$ cat src/inc/pld_cfg.svh
// Purpose: Constants of the lock detect and subsystem enable register bank
// Assumes: 100 MHz system clock
// Notes: Offsets are register addresses on the serial register port
`ifndef PLD_CFG_SVH
`define PLD_CFG_SVH
// ==================================================
// Register map
`define PLD_ADDR_W 5
`define PLD_DATA_W 24
`define PLD_LD_CFG_ADDR 5'h07
`define PLD_EN_ADDR 5'h08
`define PLD_LD_CFG_RST 24'h00014d
`define PLD_EN_RST 24'hc1beff
`define PLD_LD_CFG_MASK 24'h003fff
// ==================================================
// Lock detect config fields
`define PLD_LD_CNT_LSB 0
`define PLD_LD_ENABLE_BIT 3
`define PLD_LD_WTYPE_BIT 6
`define PLD_LD_DUR_LSB 7
`define PLD_LD_FREQ_LSB 10
`define PLD_LD_TEST_BIT 12
`define PLD_LD_RELOCK_BIT 13
// ==================================================
// Enable register fields
`define PLD_EN_BIAS_BIT 0
`define PLD_EN_PUMP_BIT 1
`define PLD_EN_PHASE_BIT 2
`define PLD_EN_REFBUF_BIT 3
`define PLD_EN_OSCBUF_BIT 4
`define PLD_EN_PAD_BIT 5
`define PLD_EN_DIVCLK_BIT 7
`define PLD_EN_PRESC_BIT 9
`define PLD_EN_PBIAS_BIT 10
// ==================================================
// Timing
`define PLD_CLK_PERIOD_PS 10000
`define PLD_ANA_WIN_NS 10
`define PLD_ANA_WIN_CYC ((`PLD_ANA_WIN_NS * 1000) / `PLD_CLK_PERIOD_PS)
`endif

$ cat src/inc/pld_pkg.sv
// Purpose: Types of the lock detect register bank
// Assumes: Nothing
// Notes: Constants live in pld_cfg.svh
package pld_pkg;
  typedef enum logic [1:0] {PLD_IDLE, PLD_HUNT, PLD_LOCKED} pld_st_e;
  typedef logic [23:0] pld_word_t;
endpackage

$ cat src/inc/pld_win_if.sv
// Purpose: Carrier between lock detector and digital window timer
// Assumes: One clock domain
// Notes: ctl side starts the window, tmr side reports it open
`timescale 1ns/1ps
interface pld_win_if;
  logic start;
  logic [1:0] freq;
  logic [2:0] dur;
  logic test;
  logic open;
  modport ctl (output start, output freq, output dur, output test, input open);
  modport tmr (input start, input freq, input dur, input test, output open);
endinterface

$ cat src/logic/pld_lock_top.sv
// Purpose: Lock detect and subsystem enable register bank of a synthesizer
// Assumes: Register writes and reads arrive decoded from the serial port
// Notes: Edge inputs are one-cycle pulses synchronous to clk_sys
//
// Overview of operation
// - Lock declared after 5/32/96/256/512/2048/8192/65535 consecutive in-window edges.
// - Config bit 3 enables lock detection; it resets enabled.
// - Bit 6 picks digital timer window (1) or 10 ns analog window (0).
// - Bits 9:7 set digital window: half, 1, 2, 4, ... 64 timer cycles.
// - Bits 11:10 set timer rate, 00 fastest, 11 slowest.
// - Bit 12 keeps timer clock running; cleared means one-shot.
// - With bit 13 set, only the first lock failure triggers a relock attempt; a config write rearms it.
// - Pad enable 0 disables pad; else always on or released on foreign address.
// - Enable bits 0..4: bias, pump, phase compare, reference buffer, RF buffer.
// - Bit 7 divider clock to logic, bit 9 prescaler clock, bit 10 prescaler bias.
`timescale 1ns/1ps
`include "pld_cfg.svh"
module pld_lock_top
  import pld_pkg::*;
#(
  parameter int CNT_W = 16
) (
  input wire logic clk_sys, // System clock
  input wire logic resetn, // Synchronous reset, active low
  input wire logic wr_en, // Register write strobe
  input wire logic [`PLD_ADDR_W-1:0] wr_addr, // Register write address
  input wire logic [`PLD_DATA_W-1:0] wr_data, // Register write data
  input wire logic rd_en, // Register read strobe
  input wire logic [`PLD_ADDR_W-1:0] rd_addr, // Register read address
  output logic [`PLD_DATA_W-1:0] rd_data, // Read data, one cycle after rd_en
  input wire logic ref_edge, // Reference edge, opens the window
  input wire logic div_edge, // Divided oscillator edge
  input wire logic pad_always_on, // Companion pad control bit
  input wire logic addr_mismatch, // Foreign chip address seen on serial bus
  input wire logic serial_active, // Serial read data owns the pad
  input wire logic serial_data, // Serial read data
  output logic lock_detected, // Lock indication
  output logic relock_req, // One-cycle relock request
  output logic lock_or_serial_out_pin, // Pad output value
  output logic lock_or_serial_out_pin_oe, // Pad output enable
  output logic bias_on, // Main bias reference enable
  output logic pump_on, // Charge pump enable
  output logic phase_compare_on, // Phase detector enable
  output logic ref_buf_on, // Reference path buffer enable
  output logic osc_buf_on, // Oscillator RF buffer enable
  output logic divider_clock_to_logic_on, // Divider clock to logic enable
  output logic presc_clk_on, // Prescaler clock enable
  output logic presc_bias_on // Oscillator buffer and prescaler bias enable
);
  pld_word_t cfg_q, cfg_d, en_q, en_d, rd_q, rd_d;
  pld_st_e st_q, st_d;
  logic [CNT_W-1:0] cnt_q, cnt_d;
  logic lock_q, lock_d, relock_q, relock_d, tried_q, tried_d;
  logic oe_q, oe_d, pin_q, pin_d;
  logic [3:0] ana_q, ana_d;
  logic cfg_wr, en_wr, in_win, ld_on, fail;
  logic [CNT_W:0] target;

  pld_win_if win ();

  generate
    if (CNT_W < 16) begin : g_chk
      $error("CNT_W must hold the largest lock count");
    end
  endgenerate

  function automatic logic [CNT_W:0] lock_target(input logic [2:0] sel);
    case (sel)
      3'h0: lock_target = (CNT_W+1)'(5);
      3'h1: lock_target = (CNT_W+1)'(32);
      3'h2: lock_target = (CNT_W+1)'(96);
      3'h3: lock_target = (CNT_W+1)'(256);
      3'h4: lock_target = (CNT_W+1)'(512);
      3'h5: lock_target = (CNT_W+1)'(2048);
      3'h6: lock_target = (CNT_W+1)'(8192);
      default: lock_target = (CNT_W+1)'(65535);
    endcase
  endfunction

  // ==================================================
  // Registers
  always_comb begin
    cfg_wr = wr_en && wr_addr == `PLD_LD_CFG_ADDR;
    en_wr = wr_en && wr_addr == `PLD_EN_ADDR;
    cfg_d = cfg_wr ? (wr_data & `PLD_LD_CFG_MASK) : cfg_q;
    en_d = en_wr ? wr_data : en_q;
    rd_d = rd_q;
    if (rd_en) begin
      case (rd_addr)
        `PLD_LD_CFG_ADDR: rd_d = cfg_q;
        `PLD_EN_ADDR: rd_d = en_q;
        default: rd_d = 24'h000000;
      endcase
    end
  end

  always_ff @(posedge clk_sys) begin
    if (!resetn) begin
      cfg_q <= `PLD_LD_CFG_RST;
      en_q <= `PLD_EN_RST;
      rd_q <= 24'h000000;
    end else begin
      cfg_q <= cfg_d;
      en_q <= en_d;
      rd_q <= rd_d;
    end
  end

  // ==================================================
  // Window sources
  assign win.start = ref_edge;
  assign win.freq = cfg_q[`PLD_LD_FREQ_LSB +: 2];
  assign win.dur = cfg_q[`PLD_LD_DUR_LSB +: 3];
  assign win.test = cfg_q[`PLD_LD_TEST_BIT];

  pld_win_timer #(.PRE_W(3)) u_timer (
    .clk_sys(clk_sys),
    .resetn(resetn),
    .win(win.tmr)
  );

  // Analog one-shot stand-in: fixed window after each reference edge
  always_comb begin
    ana_d = ana_q;
    if (ref_edge) begin
      ana_d = 4'(`PLD_ANA_WIN_CYC > 0 ? `PLD_ANA_WIN_CYC : 1);
    end else if (ana_q != 4'h0) begin
      ana_d = ana_q - 4'h1;
    end
  end

  always_ff @(posedge clk_sys) begin
    if (!resetn) begin
      ana_q <= 4'h0;
    end else begin
      ana_q <= ana_d;
    end
  end

  // ==================================================
  // Lock detector
  always_comb begin
    ld_on = cfg_q[`PLD_LD_ENABLE_BIT];
    in_win = cfg_q[`PLD_LD_WTYPE_BIT] ? win.open : (ana_q != 4'h0);
    target = lock_target(cfg_q[`PLD_LD_CNT_LSB +: 3]);
    st_d = st_q;
    cnt_d = cnt_q;
    case (st_q)
      PLD_IDLE: begin
        cnt_d = '0;
        if (ld_on) begin
          st_d = PLD_HUNT;
        end
      end
      PLD_HUNT, PLD_LOCKED: begin
        if (div_edge && in_win) begin
          cnt_d = (&cnt_q) ? cnt_q : cnt_q + CNT_W'(1);
          if ({1'b0, cnt_q} + (CNT_W+1)'(1) >= target) begin
            st_d = PLD_LOCKED;
          end
        end else if (div_edge) begin
          cnt_d = '0;
          st_d = PLD_HUNT;
        end
      end
      default: st_d = PLD_IDLE;
    endcase
    if (!ld_on) begin
      st_d = PLD_IDLE;
      cnt_d = '0;
    end
    lock_d = st_d == PLD_LOCKED;
    fail = lock_q && !lock_d;
    relock_d = fail && cfg_q[`PLD_LD_RELOCK_BIT] && !tried_q;
    tried_d = relock_d || (tried_q && !cfg_wr);
    oe_d = en_q[`PLD_EN_PAD_BIT] && (pad_always_on || !addr_mismatch);
    pin_d = serial_active ? serial_data : lock_q;
  end

  always_ff @(posedge clk_sys) begin
    if (!resetn) begin
      st_q <= PLD_IDLE;
      cnt_q <= '0;
      lock_q <= 1'b0;
      relock_q <= 1'b0;
      tried_q <= 1'b0;
      oe_q <= 1'b0;
      pin_q <= 1'b0;
    end else begin
      st_q <= st_d;
      cnt_q <= cnt_d;
      lock_q <= lock_d;
      relock_q <= relock_d;
      tried_q <= tried_d;
      oe_q <= oe_d;
      pin_q <= pin_d;
    end
  end

  // ==================================================
  // Outputs
  assign rd_data = rd_q;
  assign lock_detected = lock_q;
  assign relock_req = relock_q;
  assign lock_or_serial_out_pin = pin_q;
  assign lock_or_serial_out_pin_oe = oe_q;
  assign bias_on = en_q[`PLD_EN_BIAS_BIT];
  assign pump_on = en_q[`PLD_EN_PUMP_BIT];
  assign phase_compare_on = en_q[`PLD_EN_PHASE_BIT];
  assign ref_buf_on = en_q[`PLD_EN_REFBUF_BIT];
  assign osc_buf_on = en_q[`PLD_EN_OSCBUF_BIT];
  assign divider_clock_to_logic_on = en_q[`PLD_EN_DIVCLK_BIT];
  assign presc_clk_on = en_q[`PLD_EN_PRESC_BIT];
  assign presc_bias_on = en_q[`PLD_EN_PBIAS_BIT];

  // ==================================================
  // Checks
  a_lock_needs_count: assert property (@(posedge clk_sys) disable iff (!resetn)
    $rose(lock_q) |-> ({1'b0, cnt_q} >= target))
    else $error("Lock declared before enough consecutive edges");
  a_disabled_no_lock: assert property (@(posedge clk_sys) disable iff (!resetn)
    !cfg_q[`PLD_LD_ENABLE_BIT] |=> !lock_q && cnt_q == '0)
    else $error("Lock detector active while disabled");
  a_analog_win_miss: assert property (@(posedge clk_sys) disable iff (!resetn)
    (ld_on && !cfg_q[`PLD_LD_WTYPE_BIT] && ana_q == 4'h0 && div_edge && st_q != PLD_IDLE)
    |=> cnt_q == '0)
    else $error("Edge outside analog window was counted");
  a_relock_once: assert property (@(posedge clk_sys) disable iff (!resetn)
    (tried_q && !cfg_wr) |=> !relock_q)
    else $error("Second relock attempt issued");
  a_relock_on_fail: assert property (@(posedge clk_sys) disable iff (!resetn)
    (fail && cfg_q[`PLD_LD_RELOCK_BIT] && !tried_q) |=> relock_q ##1 !relock_q)
    else $error("Lock failure did not give one relock pulse");
  a_pad_disable: assert property (@(posedge clk_sys) disable iff (!resetn)
    (!en_q[`PLD_EN_PAD_BIT] || (!pad_always_on && addr_mismatch)) |=> !oe_q)
    else $error("Pad driven while disabled or released");
  a_enable_write: assert property (@(posedge clk_sys) disable iff (!resetn)
    en_wr |=> {osc_buf_on, ref_buf_on, phase_compare_on, pump_on, bias_on}
      == $past(wr_data[4:0]))
    else $error("Enable outputs do not follow the written value");
  a_clock_write: assert property (@(posedge clk_sys) disable iff (!resetn)
    en_wr |=> {presc_bias_on, presc_clk_on, divider_clock_to_logic_on}
      == {$past(wr_data[10]), $past(wr_data[9]), $past(wr_data[7])})
    else $error("Clock enables do not follow the written value");
  a_miss_drops_lock: assert property (@(posedge clk_sys) disable iff (!resetn)
    (lock_q && div_edge && !in_win) |=> !lock_q && cnt_q == '0)
    else $error("Out-of-window edge kept lock or count");
  c_lock_seen: cover property (@(posedge clk_sys) disable iff (!resetn) $rose(lock_q));
  c_relock_seen: cover property (@(posedge clk_sys) disable iff (!resetn) relock_q);
  c_pad_release: cover property (@(posedge clk_sys) disable iff (!resetn) $fell(oe_q));
endmodule

$ cat src/logic/pld_win_timer.sv
// Purpose: Digital programmable lock detect window
// Assumes: start is a one-cycle pulse on the reference edge
// Notes: Window length in half timer cycles is 1 << dur; timer cycle is 2 << freq clocks
`timescale 1ns/1ps
module pld_win_timer
  import pld_pkg::*;
#(
  parameter int PRE_W = 3
) (
  input wire logic clk_sys, // System clock
  input wire logic resetn, // Synchronous reset, active low
  pld_win_if.tmr win // Window control and status
);
  logic [PRE_W-1:0] pre_q, pre_d;
  logic [7:0] halves_q, halves_d;
  logic open_q, open_d;
  logic tick;

  generate
    if (PRE_W < 3) begin : g_chk
      $error("PRE_W too small for slowest timer rate");
    end
  endgenerate

  // ==================================================
  // Timer
  always_comb begin
    tick = (win.test || open_q) && (pre_q == PRE_W'((1 << win.freq) - 1));
    pre_d = pre_q;
    halves_d = halves_q;
    open_d = open_q;
    if (win.start && !open_q) begin
      open_d = 1'b1;
      halves_d = 8'h01 << win.dur;
      pre_d = '0;
    end else begin
      if (win.test || open_q) begin
        pre_d = tick ? '0 : pre_q + PRE_W'(1);
      end else begin
        pre_d = '0;
      end
      if (open_q && tick) begin
        halves_d = halves_q - 8'h01;
        if (halves_q == 8'h01) begin
          open_d = 1'b0;
        end
      end
    end
  end

  always_ff @(posedge clk_sys) begin
    if (!resetn) begin
      pre_q <= '0;
      halves_q <= 8'h00;
      open_q <= 1'b0;
    end else begin
      pre_q <= pre_d;
      halves_q <= halves_d;
      open_q <= open_d;
    end
  end

  assign win.open = open_q;

  // ==================================================
  // Checks
  a_two_half_win: assert property (@(posedge clk_sys) disable iff (!resetn)
    ($rose(open_q) && win.dur == 3'h1 && win.freq == 2'h0)
    |-> open_q [*2] ##1 !open_q)
    else $error("Window of one cycle at fastest rate has wrong length");
  a_slow_half_win: assert property (@(posedge clk_sys) disable iff (!resetn)
    ($rose(open_q) && win.dur == 3'h0 && win.freq == 2'h2 && $stable(win.freq))
    |-> open_q [*4] ##1 !open_q)
    else $error("Half-cycle window at rate two has wrong length");
  a_oneshot_idle: assert property (@(posedge clk_sys) disable iff (!resetn)
    (!win.test && !open_q && !win.start) |=> pre_q == '0)
    else $error("Timer clock runs while idle outside test mode");
  c_win_open: cover property (@(posedge clk_sys) disable iff (!resetn) $rose(open_q));
endmodule

$ cat config.mk
export PLATFORM = sky130hd
export DESIGN_NAME = pld_lock_top
export DESIGN_NICKNAME = d
export VERILOG_FILES = /design/src/inc/pld_pkg.sv /design/src/inc/pld_win_if.sv /design/src/logic/pld_lock_top.sv /design/src/logic/pld_win_timer.sv
export VERILOG_INCLUDE_DIRS = /design/src /design/src/inc
export SDC_FILE = /design/constraint.sdc
export NUM_CORES = 1
export LEC_CHECK = 0
export ABC_AREA = 1
export BUFFER_PORTS_ARGS = -buffer_cell sky130_fd_sc_hd__buf_2
export CAP_MARGIN = 25
export CORE_ASPECT_RATIO = 1.25
export CORE_MARGIN = 4
export CORE_UTILIZATION = 50
export CTS_CLUSTER_SIZE = 25
export DETAILED_ROUTE_END_ITERATION = 8
export PLACE_DENSITY = 0.72
export SYNTH_ARGS = -nofsm -noshare
export SYNTH_HDL_FRONTEND = slang
export SYNTH_SLANG_ARGS = --single-unit
$ cat constraint.sdc
create_clock -name clk_sys -period 4.73 [get_ports clk_sys]
set_input_delay 0.946 -clock clk_sys [delete_from_list [all_inputs] [get_ports clk_sys]]
set_output_delay 0.946 -clock clk_sys [all_outputs]
set_load 0.01 [all_outputs]
Word level (Yosys, flattened, before mapping)

Cells that the tools add are included.

Memories: 0
Bits in latches: 0
Memory bits (read-only): 0
Register bits: 101
RAM bits: 0
Logic and storage cells: 96
Output and inout port bits: 36

Magnitude comparators: 1
Reduce and logical (&&, ||, !) cells: 33
$add $sub $neg: 6
Equal/unequal tests: 17
Mux-type cells: 20
Multiply operators: 0
Div/mod/pow operators: 0
Bitwise logic cells: 2
Shifts and indexed selects: 2

Operator list:

| kind                    | count |
|---|---|
| $pmux W16 S7            | 1 |
| $mux W16                | 3 |
| $pmux W24 S2            | 1 |
| $pmux W16 S2            | 1 |
| $add A16 B1 Y17 const B | 1 |
| $ge A17 B17 Y1          | 1 |
| $add A16 B1 Y16 const B | 1 |
| $mux W8                 | 2 |
| $reduce_and A16 Y1      | 1 |
| $logic_and A1 B1 Y1     | 11 |
| $eq A5 B3 Y1 const B    | 2 |
| $eq A5 B4 Y1 const B    | 2 |
| $eq A3 B3 Y1 const B    | 3 |
| $eq A8 B1 Y1 const B    | 1 |
| $mux W2                 | 4 |
| $reduce_bool A2 Y1      | 4 |
| $shl A1 B3 Y8 const A   | 1 |
| $sub A8 B1 Y8 const B   | 1 |
| $mux W1                 | 7 |
| $eq A3 B2 Y1 const B    | 2 |
| $ne A3 B3 Y1 const B    | 2 |
| $logic_not A1 Y1        | 5 |
| $eq A2 B2 Y1 const B    | 2 |
| $pmux W2 S2             | 1 |
| other kinds (16)        | 21 |

Longest topological paths before layout

Depth after elaboration: 13
Mapped depth: 22
Depth with buffers taken out: 22

Hierarchy

A second synthesis with hierarchy kept.

Cells, all modules: 743
Area, all modules: 5149.9 um^2

Modules (own cells, without submodules):

| module        | area each (um^2) | cells each | sequential area each (um^2) | times used |
|---|---|---|---|---|
| pld_lock_top  | 4265.3           | 597        | 1781.7                      | 1 |
| pld_win_timer | 884.6            | 146        | 240.2                       | 1 |

Worst setup path after synthesis

OpenSTA, ideal clock, no wires.

Path type: reg-to-reg
From: register cnt_q[2]
To: register tried_q
Arrival time: 2.387 ns
Required time: 4.618 ns
Slack: 2.231 ns
Cell stages (with the launch flop): 23
Setup time: 0.112 ns
Period minus slack after synthesis: 2.499 ns
Path buffers: 0
Path through: dfxtp_1 > nand2_1 > nor2_2 > nand3_2 > nor3_1 > xnor2_1 > inv_1 > ha_1 > nand2_1 > nor2_1 > nand2_1 > nor2_1 > nand2_1 > nor2_1 > nand2_1 > nor2_1 > nand3b_1 > nand4_1 > nand2_1 > nand2_2 > nand2_2 > nand2_2 > nand2_1

Word-level cells in the longest chain between the ends: 12

Ends and longest elaborated chain:

| what                             | line                | text |
|---|---|---|
| from (decl)                      | pld_lock_top.sv:52  | `logic [CNT_W-1:0] cnt_q, cnt_d;` |
| from (signal assigned)           | pld_lock_top.sv:191 | `cnt_q <= cnt_d;` |
| $add A16 B1 Y17                  | pld_lock_top.sv:158 | `if ({1'b0, cnt_q} + (CNT_W+1)'(1) >= target) begin` |
| $ge A17 B17 Y1                   | pld_lock_top.sv:158 |  |
| $mux W2                          | pld_lock_top.sv:158 |  |
| $mux W2                          | pld_lock_top.sv:156 | `if (div_edge && in_win) begin` |
| $pmux W2 S2                      | pld_lock_top.sv:148 | `case (st_q)` |
| $mux W2                          | pld_lock_top.sv:168 | `if (!ld_on) begin` |
| $eq A2 B2 Y1                     | pld_lock_top.sv:172 | `lock_d = st_d == PLD_LOCKED;` |
| $logic_not A1 Y1                 | pld_lock_top.sv:173 | `fail = lock_q && !lock_d;` |
| $logic_and A1 B1 Y1              | pld_lock_top.sv:173 |  |
| $logic_and A1 B1 Y1 (2 in a row) | pld_lock_top.sv:174 | `` relock_d = fail && cfg_q[`PLD_LD_RELOCK_BIT] && !tried_q; `` |
| $logic_or A1 B1 Y1               | pld_lock_top.sv:175 | `tried_d = relock_d \|\| (tried_q && !cfg_wr);` |
| to (signal assigned)             | pld_lock_top.sv:194 | `tried_q <= tried_d;` |
| to (decl)                        | pld_lock_top.sv:53  | `logic lock_q, lock_d, relock_q, relock_d, tried_q, tried_d;` |

Every way passes these cells.
A chain may end at the register's enable or synchronous reset.

Final worst setup path

Same ends and word-level chain as after synthesis.

==> metrics.txt <==
outcome finished, final reports clean; Hold Path End cfg_q[4]; Syn Inst Count 713; CP bufs+invs 0; CTS Buffer Depth 2; share of layout cells above drive strength 1 16.8%; drt initial violations about 230; H-tree depth 3; DR DRC count 0; post-DR wirelength/cell 13.8 µm; relative slew slack between 40% and 50%; WHS Path Cells 2; crit path max-delay cell type dfxtp_1; core area 9760 µm²; Root Buffer clkbuf_16; Routed Antenna Nets 0; post-synthesis sequential element count 101; routed vias 4822; vias in the first global route 4650; worst flop-to-flop path startpoint cnt_q[2]; Least-Margin Pin Slew 0.764 ns; data arrival time of the worst path 3.14 ns; VDD IR-drop max 0.170 mV; initial core utilization 52.2%; GRT Residual Overflow 0; # Max-Cap Violations 0; Via density 5.29; Worst R2R End tried_q; M1 GR Usage 25.6%; Fin Setup TNS 0 ns; crit-path leading delay family simple AND/OR/NAND/NOR gates; M3 GR Usage 3.69%; combinational family with the most area after synthesis simple AND/OR/NAND/NOR gates; clock slew at reported path FFs 0.07 ns; total wire length about 13 mm; Synth Warn # 0; die width 98.3 µm; Post-CTS Hold Buffers 0; Cell Area, Synth 5090 µm²; CP Max Fanout 6; multiplexer share of the synthesized area 0%; flop2flop setup slack 1.83 ns; fill count 911; first-pass GRT wire length ~21 mm; worst hold slack 0.456 ns; clock skew 0.00840 ns; worst hold path startpoint cfg_q[4]; Final HPWL DP 9.33 mm; Die Ht 121 µm; PostCTS Resize Cnt 0; largest net degree at the start of global routing 62; Ant. Diodes 0; most numerous cell on the critical path nand2_1; PwrDens 330 nW/µm²; Synth Area in XOR/XNOR 2.58%; sequential element share of the synthesized area 39.7%; R2R depth 20; number of distinct library cells after synthesis 41; setup bufs post-CTS 0; Post-Synth Adder-Cell Area 4.67%; Crit. End Element register; Leakage 2.72 nW; Clock Latency Late Sink 0.35 ns; Max Slew Vio Count 0; Crit path largest cell delay 0.44 ns; commonest non-fill, non-tap cell in the layout nand2_1; WP data required 4.97 ns; GP Congestion about 0.90; CTS tree yes; crit path time final between 2 and 3 ns; simple-gate share of the synthesized area between 20 and 25%; Synthesized Nets 776; Rows 40; crit-path cells nand2_1 > nor2_2 > nand3_2 > nor3_2 > nand4_1 > xor2_1 > ha_1 > nand3_1 > nor2_1 > nand2_1 > nor2_1 > nand2_1 > nor2_1 > nand3b_1 > nand4_1 > nand2_1 > nand2_2 > nand2_2 > nand2_2 > nand2_1; final hold viol count 0; antenna violations before repair 0; RSZ-0062 raised after global routing false; CTS buffer count 9; crit path launch type register; commonest non-fill, non-tap cells in the layout nand2_1 (124), inv_1 (104), dfxtp_1 (101); grt peak-use layer met2; met2 GRT Util around two fifths; drt first pass iters 4; critical path class reg -> reg; final period utilization 61.2%; Port-buffer cells 79; final core utilization 60.2%; area grow syn2layout 15.3%; Hold Crit Class reg -> reg; Synth Area in Compound Gates about 20%; syn_area_per_cell 7.14 µm²; CTS Sinks 101; Max Clk Rate 345 MHz; Global Route Usage Sum 21.8%; Ports 80; Die ar. 11900 µm²; # setup viols final 0; layout net count ~840
final cells by class:
class	count	area, µm²	share of cell area [%]
tap	126	158	2.69
sequential	101	2020	34.4
clock buffer	9	225	3.84
multi-input combinational	476	2550	43.5
inverter	110	413	7.03
clock inverter	7	83.8	1.43
timing repair buffer	82	418	7.12
registers in the layout, summed over array words and instances (netlist names):
signal,flops
relock_req,1
rd_data,24
lock_detected,1
ana_q,4
u_timer.win.open,1
st_q,2
u_timer.halves_q,8
tried_q,1
lock_or_serial_out_pin,1
cnt_q,16
lock_or_serial_out_pin_oe,1
en_q,24
cfg_q,14
u_timer.pre_q,3
metrics by stage:
| step | std cells | setup WS, ns | total power [mW] | area, µm² |
|---|---|---|---|---|
| after floorplan | 713 | 2.23 | 1.12 | 5090 |
| after global routing | 911 | 1.50 | 2.03 | 5870 |
| after global placement | 894 | 2.03 | 1.19 | 5550 |
| after CTS | 910 | 1.86 | 1.96 | 5860 |
| final | 911 | 1.83 | 1.94 | 5870 |
| after detailed placement | 894 | 1.88 | 1.20 | 5550 |
Yosys cell counts, drive strengths merged:
library cell,n,area (µm²)
a211oi,9,87.6
a21oi,82,410
a31oi,6,52.6
and2,1,6.26
and3,1,6.26
buf,3,23.8
clkbuf,23,86.3
clkinv,2,7.51
dfxtp,101,2020
ha,19,238
inv,108,405
nand2,131,509
nand3,32,180
nand3b,3,22.5
nand4,8,50.1
nor2,66,275
nor3,8,45.0
nor3b,1,7.51
nor4,2,12.5
o2111ai,1,8.76
o211a,1,10.0
o211ai,5,37.5
o21a,2,15.0
o21ai,65,325
o22ai,12,75.1
o31ai,1,7.51
o32ai,1,8.76
or2,3,18.8
or4,1,7.51
xnor2,5,43.8
xor2,10,87.6
worst max path at each step:
| stage | startpoint | end | slack (ns) | depth (start not counted) |
|---|---|---|---|---|
| finish | cnt_q[2] | tried_q | 1.83 | 20 |
| global route | cnt_q[2] | tried_q | 1.50 | 22 |
| CTS | cnt_q[2] | tried_q | 1.86 | 20 |
| detailed placement | cnt_q[2] | tried_q | 1.88 | 20 |
| global placement | cnt_q[2] | tried_q | 2.03 | 22 |
| floorplan | cnt_q[2] | tried_q | 2.23 | 22 |
power breakdown:
| group | leakage, nW | internal, mW | switching, mW |
|---|---|---|---|
| Clock | 0.142 | 0.418 | 0.343 |
| Sequential | 0.824 | 0.885 | 0.0238 |
| Combinational | 1.76 | 0.100 | 0.169 |
| Total | 2.72 | 1.40 | 0.535 |
per-layer routing:
layer	part of all wire (%)	wire, µm
met5	0	0
met4	2.3	293
met3	4.5	570
met2	52	6520
met1	41	5190
cell families (layout without fill, tap and decap cells):
| kind of cell | count (synthesis) | count (layout) |
|---|---|---|
| AND/OR/NAND/NOR | 257 | 257 |
| AO/OA/AOI/OAI | 185 | 185 |
| buffers and inverters | 136 | 208 |
| flip-flops | 101 | 101 |
| adder cells (fa/ha/maj) | 19 | 19 |
| XOR/XNOR | 15 | 15 |
worst register-to-register path: cells and delay by family, from the launching register on:
kind | cells | cell delay, ns
flip-flops | 1 | 0.44
AND/OR/NAND/NOR | 18 | 1.83
XOR/XNOR | 1 | 0.19
adder cells (fa/ha/maj) | 1 | 0.34
(Power assumes the default switching activity.)
